File: src/rtl/spw_pkg.sv
// constants and types shared by the eight-channel scalable pwm block
// assumes a 32-bit apb slave port; register index times four is the
// byte address
package spw_pkg;
  // ==========================================================
  // geometry
  localparam int SPW_NCH = 8;
  localparam int SPW_NPAIR = 4;
  localparam int SPW_PRESC_W = 7;
  // ==========================================================
  // register indices (byte address is four times the index)
  localparam logic [5:0] SPW_IDX_ENABLE = 6'h00;
  localparam logic [5:0] SPW_IDX_POL = 6'h01;
  localparam logic [5:0] SPW_IDX_CLK = 6'h02;
  localparam logic [5:0] SPW_IDX_PRCLK = 6'h03;
  localparam logic [5:0] SPW_IDX_CAE = 6'h04;
  localparam logic [5:0] SPW_IDX_CTL = 6'h05;
  localparam logic [5:0] SPW_IDX_CNT = 6'h08;
  localparam logic [5:0] SPW_IDX_PER = 6'h10;
  localparam logic [5:0] SPW_IDX_DTY = 6'h18;
  // ==========================================================
  // field layouts and reset values
  localparam logic [7:0] SPW_PRCLK_MASK = 8'h77;
  localparam logic [7:0] SPW_CTL_MASK = 8'hFC;
  localparam int SPW_CTL_JOIN_LSB = 4;
  localparam int SPW_CLOCK_A_PRESCALE_LSB = 0;
  localparam int SPW_CLOCK_B_PRESCALE_LSB = 4;
  localparam logic [7:0] SPW_REG_RST = 8'h00;
  localparam logic [15:0] SPW_CNT_ONE = 16'h0001;
  // ==========================================================
  // result of one channel step
  typedef struct packed {
    logic [15:0] cnt;
    logic down;
    logic out;
    logic load;
  } spw_step_s;
endpackage : spw_pkg

File: src/rtl/spw_top.sv
// eight-channel scalable pwm with apb register access
// assumes apb master on pclk; waveform pins feed external circuitry
//
// Overview of operation
// (RULE1) eight 8-bit channels, or four 16-bit channels when pairs join
// (RULE2) reading a channel counter returns the count, disturbing nothing
// (RULE3) counter write clears it, counts up, loads buffers, output from polarity
// (RULE4) while enable bit is zero the counter holds its value
// (RULE5) on re-enable the counter resumes from the held value
// (RULE6) disabled channel with zero period resets counter on next tick
// (RULE7) counter write while enabled restarts the period at once
// (RULE8) counter clears at the end of the effective period
// (RULE9) center-align bit zero selects left-aligned output
// (RULE10) left-aligned counts up only, compared with duty and period
// (RULE11) left-aligned duty match toggles the output flip-flop
// (RULE12) period match resets counter and output, loads buffered values
// (RULE13) left-aligned counter runs zero through period minus one
// (RULE14) four join bits each make one channel pair sixteen bits
// (RULE15) even channel holds high bytes, odd channel low bytes
// (RULE16) joined pair uses the odd channel clock choice
// (RULE17) joined waveform leaves on odd pin with odd channel polarity
// (RULE18) software changes join bits only with both channels disabled
// (RULE19) reserved bits read zero and ignore writes
// (RULE20) center-aligned counts up to period then down, toggling on duty
// (RULE21) polarity one starts high and falls on duty match
//
// Local design decision: the APB slave port.
`timescale 1ns/1ps
module spw_top
  import spw_pkg::*;
#(
  parameter int AW = 12
)(
  input wire logic pclk,
  input wire logic presetn,
  input wire logic psel,
  input wire logic penable,
  input wire logic pwrite,
  input wire logic [AW-1:0] paddr,
  input wire logic [31:0] pwdata,
  output logic [31:0] prdata,
  output logic pready,
  output logic pslverr,
  output logic [SPW_NCH-1:0] pwm_out
);
  // ==========================================================
  // state
  logic [7:0] chan_enable_bit_q, chan_enable_bit_d;
  logic [7:0] chan_polarity_bit_q, chan_polarity_bit_d;
  logic [7:0] chan_clock_choice_bit_q, chan_clock_choice_bit_d;
  logic [7:0] prescale_q, prescale_d;
  logic [7:0] chan_center_align_bit_q, chan_center_align_bit_d;
  logic [7:0] ctl_q, ctl_d;
  logic [7:0] per_buf_q [SPW_NCH];
  logic [7:0] per_buf_d [SPW_NCH];
  logic [7:0] dty_buf_q [SPW_NCH];
  logic [7:0] dty_buf_d [SPW_NCH];
  logic [7:0] chan_period_value_q [SPW_NCH];
  logic [7:0] chan_period_value_d [SPW_NCH];
  logic [7:0] chan_duty_value_q [SPW_NCH];
  logic [7:0] chan_duty_value_d [SPW_NCH];
  logic [7:0] chan_counter_q [SPW_NCH];
  logic [7:0] chan_counter_d [SPW_NCH];
  logic [SPW_NCH-1:0] down_q, down_d;
  logic [SPW_NCH-1:0] out_q, out_d;
  logic [SPW_PRESC_W-1:0] presc_q, presc_d;
  logic [31:0] prdata_q, prdata_d;
  logic pready_q, pready_d;
  logic pslverr_q, pslverr_d;
  logic [5:0] idx;
  logic mapped, wr_en, rd_first;
  logic [SPW_NCH-1:0] wr_cnt;
  logic [SPW_NPAIR-1:0] join_pair;
  logic [SPW_PRESC_W-1:0] mask_a, mask_b;
  logic tick_a, tick_b;
  logic [SPW_NCH-1:0] tick_ch;
  logic [7:0] rd_byte;

  assign prdata = prdata_q;
  assign pready = pready_q;
  assign pslverr = pslverr_q;
  assign pwm_out = out_q;

  // ==========================================================
  // one channel step: wide enough for a joined pair, 8-bit values
  // simply arrive zero-extended so one datapath serves both modes
  function automatic spw_step_s chan_step(
    input logic [15:0] cnt,
    input logic [15:0] per,
    input logic [15:0] dty,
    input logic down,
    input logic out,
    input logic pol,
    input logic cae,
    input logic tick,
    input logic en,
    input logic wr,
    input logic per_zero
  );
    spw_step_s r;
    logic [15:0] n;
    r.cnt = cnt;
    r.down = down;
    r.out = out;
    r.load = 1'b0;
    n = cnt;
    // (RULE3) counter write restart
    // (RULE7) also restarts an enabled channel at once
    if (wr)
    begin
      r.cnt = '0;
      r.down = 1'b0;
      r.out = pol;
      r.load = 1'b1;
    end
    // (RULE6) zero period reset
    else if (tick && !en && per_zero)
    begin
      r.cnt = '0;
    end
    // (RULE4) hold when disabled; (RULE5) resume from held count
    else if (tick && en)
    begin
      // (RULE9) alignment select
      if (!cae)
      begin
        // (RULE10) up count only; (RULE13) wrap at period minus one
        n = cnt + SPW_CNT_ONE;
        if (n >= per)
        begin
          // (RULE12) period match; (RULE8) clear at period end
          r.cnt = '0;
          r.out = pol;
          r.load = 1'b1;
        end
        else
        begin
          r.cnt = n;
          // (RULE11) duty toggle; (RULE21) leaves polarity level
          if (n == dty)
            r.out = ~out;
        end
      end
      else if (!down)
      begin
        // (RULE20) up leg stops at period
        n = cnt + SPW_CNT_ONE;
        if (n >= per)
        begin
          n = per;
          r.down = 1'b1;
        end
        r.cnt = n;
        if (n == dty)
          r.out = ~out;
      end
      else if (cnt <= SPW_CNT_ONE)
      begin
        // (RULE20) down leg ends at zero; (RULE8) period end
        r.cnt = '0;
        r.down = 1'b0;
        r.out = pol;
        r.load = 1'b1;
      end
      else
      begin
        n = cnt - SPW_CNT_ONE;
        r.cnt = n;
        if (n == dty)
          r.out = ~out;
      end
    end
    return r;
  endfunction : chan_step

  // ==========================================================
  // apb decode: one wait state, so every output comes from a flop
  assign idx = paddr[7:2];
  assign mapped = (paddr[AW-1:8] == '0) &&
                  ((idx <= SPW_IDX_CTL) || (idx >= SPW_IDX_CNT &&
                   idx < SPW_IDX_DTY + 6'(SPW_NCH)));
  assign wr_en = psel && penable && pwrite && pready_q;
  assign rd_first = psel && penable && !pready_q;
  // (RULE14) one join bit per pair, pair zero in the lowest bit
  assign join_pair = ctl_q[SPW_CTL_JOIN_LSB +: SPW_NPAIR];

  // read mux; (RULE2) reading the counter is free of side effects
  always_comb
  begin
    rd_byte = SPW_REG_RST;
    for (int c = 0; c < SPW_NCH; c++)
    begin
      if (idx == SPW_IDX_CNT + 6'(c))
        rd_byte = chan_counter_q[c];
      if (idx == SPW_IDX_PER + 6'(c))
        rd_byte = per_buf_q[c];
      if (idx == SPW_IDX_DTY + 6'(c))
        rd_byte = dty_buf_q[c];
    end
    case (idx)
      SPW_IDX_ENABLE: rd_byte = chan_enable_bit_q;
      SPW_IDX_POL: rd_byte = chan_polarity_bit_q;
      SPW_IDX_CLK: rd_byte = chan_clock_choice_bit_q;
      SPW_IDX_PRCLK: rd_byte = prescale_q;
      SPW_IDX_CAE: rd_byte = chan_center_align_bit_q;
      SPW_IDX_CTL: rd_byte = ctl_q;
      default: ;
    endcase
  end

  // register writes and bus answer
  always_comb
  begin
    chan_enable_bit_d = chan_enable_bit_q;
    chan_polarity_bit_d = chan_polarity_bit_q;
    chan_clock_choice_bit_d = chan_clock_choice_bit_q;
    prescale_d = prescale_q;
    chan_center_align_bit_d = chan_center_align_bit_q;
    ctl_d = ctl_q;
    per_buf_d = per_buf_q;
    dty_buf_d = dty_buf_q;
    wr_cnt = '0;
    pready_d = rd_first;
    pslverr_d = rd_first && !mapped;
    prdata_d = '0;
    // (RULE19) upper 24 bits always zero
    if (rd_first && !pwrite && mapped)
      prdata_d = {24'h000000, rd_byte};
    if (wr_en && mapped)
    begin
      // (RULE19) reserved bits masked on write
      case (idx)
        SPW_IDX_ENABLE: chan_enable_bit_d = pwdata[7:0];
        SPW_IDX_POL: chan_polarity_bit_d = pwdata[7:0];
        SPW_IDX_CLK: chan_clock_choice_bit_d = pwdata[7:0];
        SPW_IDX_PRCLK: prescale_d = pwdata[7:0] & SPW_PRCLK_MASK;
        SPW_IDX_CAE: chan_center_align_bit_d = pwdata[7:0];
        SPW_IDX_CTL: ctl_d = pwdata[7:0] & SPW_CTL_MASK;
        default: ;
      endcase
      for (int c = 0; c < SPW_NCH; c++)
      begin
        if (idx == SPW_IDX_CNT + 6'(c))
          wr_cnt[c] = 1'b1;
        if (idx == SPW_IDX_PER + 6'(c))
          per_buf_d[c] = pwdata[7:0];
        if (idx == SPW_IDX_DTY + 6'(c))
          dty_buf_d[c] = pwdata[7:0];
      end
    end
  end

  // ==========================================================
  // prescaler: clock a and clock b tick every 2^n pclk cycles
  assign mask_a = SPW_PRESC_W'((8'h01 << prescale_q[SPW_CLOCK_A_PRESCALE_LSB +: 3])
                  - 8'h01);
  assign mask_b = SPW_PRESC_W'((8'h01 << prescale_q[SPW_CLOCK_B_PRESCALE_LSB +: 3])
                  - 8'h01);
  assign tick_a = (presc_q & mask_a) == mask_a;
  assign tick_b = (presc_q & mask_b) == mask_b;
  assign presc_d = presc_q + SPW_PRESC_W'(1);
  always_comb
  begin
    for (int c = 0; c < SPW_NCH; c++)
      tick_ch[c] = chan_clock_choice_bit_q[c] ? tick_b : tick_a;
  end

  // ==========================================================
  // channel datapath, one pair at a time
  always_comb
  begin
    spw_step_s r;
    int hi;
    int lo;
    int c;
    r = '0;
    hi = 0;
    lo = 0;
    c = 0;
    chan_counter_d = chan_counter_q;
    chan_period_value_d = chan_period_value_q;
    chan_duty_value_d = chan_duty_value_q;
    down_d = down_q;
    out_d = out_q;
    for (int p = 0; p < SPW_NPAIR; p++)
    begin
      hi = 2 * p;
      lo = 2 * p + 1;
      if (join_pair[p])
      begin
        // (RULE15) even bytes high; (RULE16) odd clock choice
        // (RULE17) odd polarity and odd pin
        r = chan_step({chan_counter_q[hi], chan_counter_q[lo]},
          {chan_period_value_q[hi], chan_period_value_q[lo]},
          {chan_duty_value_q[hi], chan_duty_value_q[lo]},
          down_q[lo], out_q[lo], chan_polarity_bit_q[lo],
          chan_center_align_bit_q[lo], tick_ch[lo],
          chan_enable_bit_q[lo], wr_cnt[hi] | wr_cnt[lo],
          {per_buf_q[hi], per_buf_q[lo]} == 16'h0000);
        chan_counter_d[hi] = r.cnt[15:8];
        chan_counter_d[lo] = r.cnt[7:0];
        down_d[lo] = r.down;
        out_d[lo] = r.out;
        // (RULE12) buffers into active at period boundary
        if (r.load || !chan_enable_bit_q[lo])
        begin
          chan_period_value_d[hi] = per_buf_q[hi];
          chan_period_value_d[lo] = per_buf_q[lo];
          chan_duty_value_d[hi] = dty_buf_q[hi];
          chan_duty_value_d[lo] = dty_buf_q[lo];
        end
      end
      else
      begin
        // (RULE1) two independent 8-bit channels
        for (int k = 0; k < 2; k++)
        begin
          c = hi + k;
          r = chan_step({8'h00, chan_counter_q[c]},
            {8'h00, chan_period_value_q[c]},
            {8'h00, chan_duty_value_q[c]},
            down_q[c], out_q[c], chan_polarity_bit_q[c],
            chan_center_align_bit_q[c], tick_ch[c],
            chan_enable_bit_q[c], wr_cnt[c], per_buf_q[c] == 8'h00);
          chan_counter_d[c] = r.cnt[7:0];
          down_d[c] = r.down;
          out_d[c] = r.out;
          if (r.load || !chan_enable_bit_q[c])
          begin
            chan_period_value_d[c] = per_buf_q[c];
            chan_duty_value_d[c] = dty_buf_q[c];
          end
        end
      end
    end
  end

  // ==========================================================
  // all state registers
  always_ff @(posedge pclk or negedge presetn)
  begin
    if (!presetn)
    begin
      chan_enable_bit_q <= SPW_REG_RST;
      chan_polarity_bit_q <= SPW_REG_RST;
      chan_clock_choice_bit_q <= SPW_REG_RST;
      prescale_q <= SPW_REG_RST;
      chan_center_align_bit_q <= SPW_REG_RST;
      ctl_q <= SPW_REG_RST;
      for (int c = 0; c < SPW_NCH; c++)
      begin
        per_buf_q[c] <= SPW_REG_RST;
        dty_buf_q[c] <= SPW_REG_RST;
        chan_period_value_q[c] <= SPW_REG_RST;
        chan_duty_value_q[c] <= SPW_REG_RST;
        chan_counter_q[c] <= SPW_REG_RST;
      end
      down_q <= '0;
      out_q <= '0;
      presc_q <= '0;
      prdata_q <= '0;
      pready_q <= 1'b0;
      pslverr_q <= 1'b0;
    end
    else
    begin
      chan_enable_bit_q <= chan_enable_bit_d;
      chan_polarity_bit_q <= chan_polarity_bit_d;
      chan_clock_choice_bit_q <= chan_clock_choice_bit_d;
      prescale_q <= prescale_d;
      chan_center_align_bit_q <= chan_center_align_bit_d;
      ctl_q <= ctl_d;
      per_buf_q <= per_buf_d;
      dty_buf_q <= dty_buf_d;
      chan_period_value_q <= chan_period_value_d;
      chan_duty_value_q <= chan_duty_value_d;
      chan_counter_q <= chan_counter_d;
      down_q <= down_d;
      out_q <= out_d;
      presc_q <= presc_d;
      prdata_q <= prdata_d;
      pready_q <= pready_d;
      pslverr_q <= pslverr_d;
    end
  end

  logic c1_solo;
  logic [7:0] c1_next;
  assign c1_solo = !join_pair[0] && !wr_cnt[1] && tick_ch[1];
  assign c1_next = chan_counter_q[1] + 8'h01;
endmodule : spw_top

File: config.mk
export PLATFORM = sky130hd
export DESIGN_NAME = spw_top
export DESIGN_NICKNAME = d
export VERILOG_FILES = /design/src/rtl/spw_pkg.sv /design/src/rtl/spw_top.sv
export SDC_FILE = /design/constraint.sdc
export NUM_CORES = 2
export LEC_CHECK = 0
export BUFFER_PORTS_ARGS = -buffer_cell sky130_fd_sc_hd__buf_2
export CAP_MARGIN = 25
export CORE_MARGIN = 4
export CORE_UTILIZATION = 33
export DETAILED_ROUTE_END_ITERATION = 6
export GPL_ROUTABILITY_DRIVEN = 0
export PLACE_DENSITY = 0.45
export SYNTH_ARGS = -nofsm -noshare
export SYNTH_HDL_FRONTEND = slang
export SYNTH_SLANG_ARGS = --single-unit
File: constraint.sdc
create_clock -name pclk -period 6.4 [get_ports pclk]
set_input_delay 0.32 -clock pclk [delete_from_list [all_inputs] [get_ports pclk]]
set_output_delay 0.32 -clock pclk [all_outputs]
set_load 0.02 [all_outputs]
==> impl_metrics.ini <==
[synthesis]
synth-main-ff-cell = sky130_fd_sc_hd__dfrtp_1
netlist_area_um2 = 33640
synthTopCellsByArea = sky130_fd_sc_hd__dfrtp_1 (30%), sky130_fd_sc_hd__mux2_2 (9.5%), sky130_fd_sc_hd__xnor2_1 (5.5%), sky130_fd_sc_hd__ha_1 (4.5%), sky130_fd_sc_hd__nand2_1 (4.2%)
main_combinational_cell_family_by_area_after_synthesis = compound AO/OA/AOI/OAI gates
synthDominantAreaCellType = sky130_fd_sc_hd__dfrtp_1
syn-instance-count = 4016
mux_share_of_post_synthesis_cell_area_pct = 11.10
synth_cell_type_count = 92
synth-adder-area-share_pct = 4.500
yosys.area_share.xor_xnor_pct = 9.409
synth_enable_flop_cells = 0
synth.avg_cell_area_um2 = 8.377
total_number_of_yosys_warnings = 0
synth.top_cell.area_share_pct = 29.53
postSynth.asyncResetShare_pct = 100.0
seq_total_area_yosys_pct = 29.53
post_synth_and_or_nand_nor_area_fraction_pct = 18.38
compound_gate_portion_of_the_synthesized_area_pct = 21.80
synth-seq-cells = 397

[layout]
num-nets-final = 4148
layout-area-overhead-vs-synth_pct = 10.68
post_route_cells_drive_above_1_share_pct = 14.66
design_area_um2 = 37240
layout_commonest_cell = sky130_fd_sc_hd__dfrtp_1
layout_common_cells = sky130_fd_sc_hd__dfrtp_1 (397), sky130_fd_sc_hd__nand2_1 (378), sky130_fd_sc_hd__nor2_1 (311)
filler_free_cell_count_of_the_finished_design = 5379

[route]
drtPass1Iterations = 6
totalWireLength_um = 141400
routed-via-count = 32282
drt_iter0_drc = 3424
detail_route.wl_per_cell_um = 26.28
detail_route.drc_violations = 0
routed_via_density = 6.001
postRouteAntennaNets = 0

[run_status]
run_status = complete, no violations

[worst_setup_path]
timing.critical_path.from = chan_counter_q[0]$_DFFE_PN0P_
timing.rr.start = chan_counter_q[0]$_DFFE_PN0P_
critical_path_class = reg2reg
critical_path.max_fanout = 18
worst_ep_arrival_time_ns = 6.17
critPathCapture = chan_duty_value_q[11]$_DFFE_PN0P_
reg2reg_setup_slack_ns = 0.73
critical_path.reg2reg.endpoint = chan_duty_value_q[11]$_DFFE_PN0P_
critical_path_required_ns = 6.90
timing.critical_path.to_type = flip-flop
critical_path_launch_point_type = flip-flop
ff2ff_path_depth = 15

[clocking]
cts-buffers-inserted = 50
cts.reportedPaths.clkPinSlew_ns = 0.06
tritoncts = built
clock_insertion_delay_worst_skew_ns = 0.62
depth_of_the_cts_h_tree = 2
clock_tree.root_cell = sky130_fd_sc_hd__clkbuf_16
post_cts_resized = 0
cts-root-to-sink-buffers = 3
clock_sink_total = 397

[sta]
maxSlewHeadroom_pct = 29.99
finalClockSkew_ns = 0.02128
unrepaired_setup_endpoints_after_global_routing = false
fin_setup_tns_ns = 0
report.final.setup_viol = 0
pins_over_slew_limit = 0
worst_margin_pin_slew_ns = 1.024
fin_crit_ns = 5.673
timing.final.crit_share_pct = 88.63
final-hold-violation-count = 0
max_freq_ghz = 0.1763

[global_routing]
grt_pass1_vias = 30831
wire_length_of_the_first_global_routing_pass_um = 210000
grt_util_all_layers_pct = 25.53
grt_start_max_net_pins = 141
antenna_violations_before_repair = 7
grt_overflow = 0

[placed_design]
dpl-instance-area_um2 = 35440
place.port_buffers = 40
placedCellCount = 5281
place.detailed.hpwl_um = 106700

[floorplan]
boundaryPins = 91
core.rowCount = 116
design.core.area_um2 = 100600
floorplan.die_area_um2 = 107100
start_util_pct = 33.45
die-height_um = 327.3
chipWidth_um = 327.3

[power]
power_leakage_nw = 16.30
vdd_drop_max_mv = 0.1870
power.density_nw_per_um2 = 157.4

[job]
max-cap-violations = 0

[hold_path]
worst_hold_path_type = in2reg
[worst max-delay path, cell delays in order (launching register included)]
cell                        delay (ns)
sky130_fd_sc_hd__dfrtp_1          0.58
sky130_fd_sc_hd__nand4_1          0.42
sky130_fd_sc_hd__nor4_1           0.37
sky130_fd_sc_hd__buf_4            0.20
sky130_fd_sc_hd__nand3_1          0.11
sky130_fd_sc_hd__xnor2_1          0.39
sky130_fd_sc_hd__ha_1             0.23
sky130_fd_sc_hd__nand4_1          0.12
sky130_fd_sc_hd__a2111oi_0        0.40
sky130_fd_sc_hd__nor4bb_1         0.55
sky130_fd_sc_hd__or2_2            0.42
sky130_fd_sc_hd__nor2_1           0.19
sky130_fd_sc_hd__a21oi_1          0.34
sky130_fd_sc_hd__nand2_1          0.12
sky130_fd_sc_hd__a31oi_2          0.69
sky130_fd_sc_hd__mux2_2           0.41
[cell type report]
type	count	area, um2
Multi-Input combinational cell	3200	22070
Fill cell	10543	63340
Tap cell	1357	1698
Inverter	174	653.1
Antenna cell	4	10.01
Clock inverter	23	322.8
Clock buffer	69	1454
Timing Repair Buffer	155	1091
Sequential cell	397	9935
[kinds of logic (layout without fill, tap and decap cells)]
logic type,count (synthesis),count (layout)
AND/OR/NAND/NOR,1284,1284
AO/OA/AOI/OAI,1086,1086
buffers and inverters,442,421
flip-flops,397,397
XOR/XNOR,355,355
multiplexers,330,330
adder cells (fa/ha/maj),121,121
other,1,28
[state kept, by name (all words and copies together), names as in the netlist, 64 cells and up]
name / count
dty_buf_q: 64
chan_duty_value_q: 64
per_buf_q: 64
chan_counter_q: 64
chan_period_value_q: 64
[timing repair]
| action | CTS | global route |
|---|---|---|
| setup endpoints to repair | 0 | 0 |
| hold endpoints to repair | 78 | 0 |
| hold buffers | 1 | 0 |
| buffers inserted | 0 | 0 |
[report_power, final]
group | switching [mW] | internal (mW)
registers | 0.00474 | 2.51
clock network | 1.23 | 1.84
logic | 0.212 | 0.0595
[metrics by stage]
| step | utilization, % | total power, mW | hold slack [ns] | setup WS [ns] |
|---|---|---|---|---|
| floorplan | - | 2.697 | 0.02441 | 1.307 |
| global placement | 35.21 | 2.834 | 0.4088 | 0.9465 |
| detailed placement | 35.23 | 2.833 | 0.4138 | 0.8057 |
| CTS | 37.01 | 5.949 | 0.03919 | 0.7750 |
| global route | 37.01 | 6.064 | 0.07853 | 0.2904 |
| finish | 37.02 | 5.863 | 0.08266 | 0.7274 |
[synth_stat cells (all sizes together), types with 14 or more instances]
master and n:
dfrtp 397, nand2 378, nor2 311, mux2 285, o21ai 266, xnor2 210
clkbuf 207, a21oi 177, inv 172, xor2 141, nand3 130, ha 121
nor3 113, a22oi 93, o22ai 82, nor4 62, buf 61, nand4 48
o221ai 42, a211oi 41, a221oi 39, mux2i 39, o211ai 39, a31oi 38
and2 34, nand2b 30, or2 25, or3 25, and3 24, a21o 23
nor2b 22, o21a 21, o31ai 19, or4 19, a2111oi 14, a221o 14
a22o 14, nor3b 14
[per-layer routing]
metal  track usage (%)  vias up  wire, um  share of wire, %
li1                  -    14752         -                 -
met1             37.73    16049     66360                47
met2             39.27     1288     61820                44
met3             3.534      191      9856               7.0
met4             6.060        2      3330               2.4
met5                 0        -        12            0.0085
[worst min path at each step]
stage / start / endpoint / slack (ns) / depth (start not counted)
finish: penable / pready$_DFF_PN0_ / 0.08 / 4
global route: penable / pready$_DFF_PN0_ / 0.08 / 4
CTS: penable / pready$_DFF_PN0_ / 0.04 / 4
detailed placement: presetn / chan_counter_q[57]$_DFFE_PN0P_ / 0.41 / 1
global placement: presetn / chan_counter_q[57]$_DFFE_PN0P_ / 0.41 / 1
floorplan: presetn / chan_center_align_bit_q[0]$_DFFE_PN0P_ / 0.02 / 0
Power figures use the tool's default switching activity.
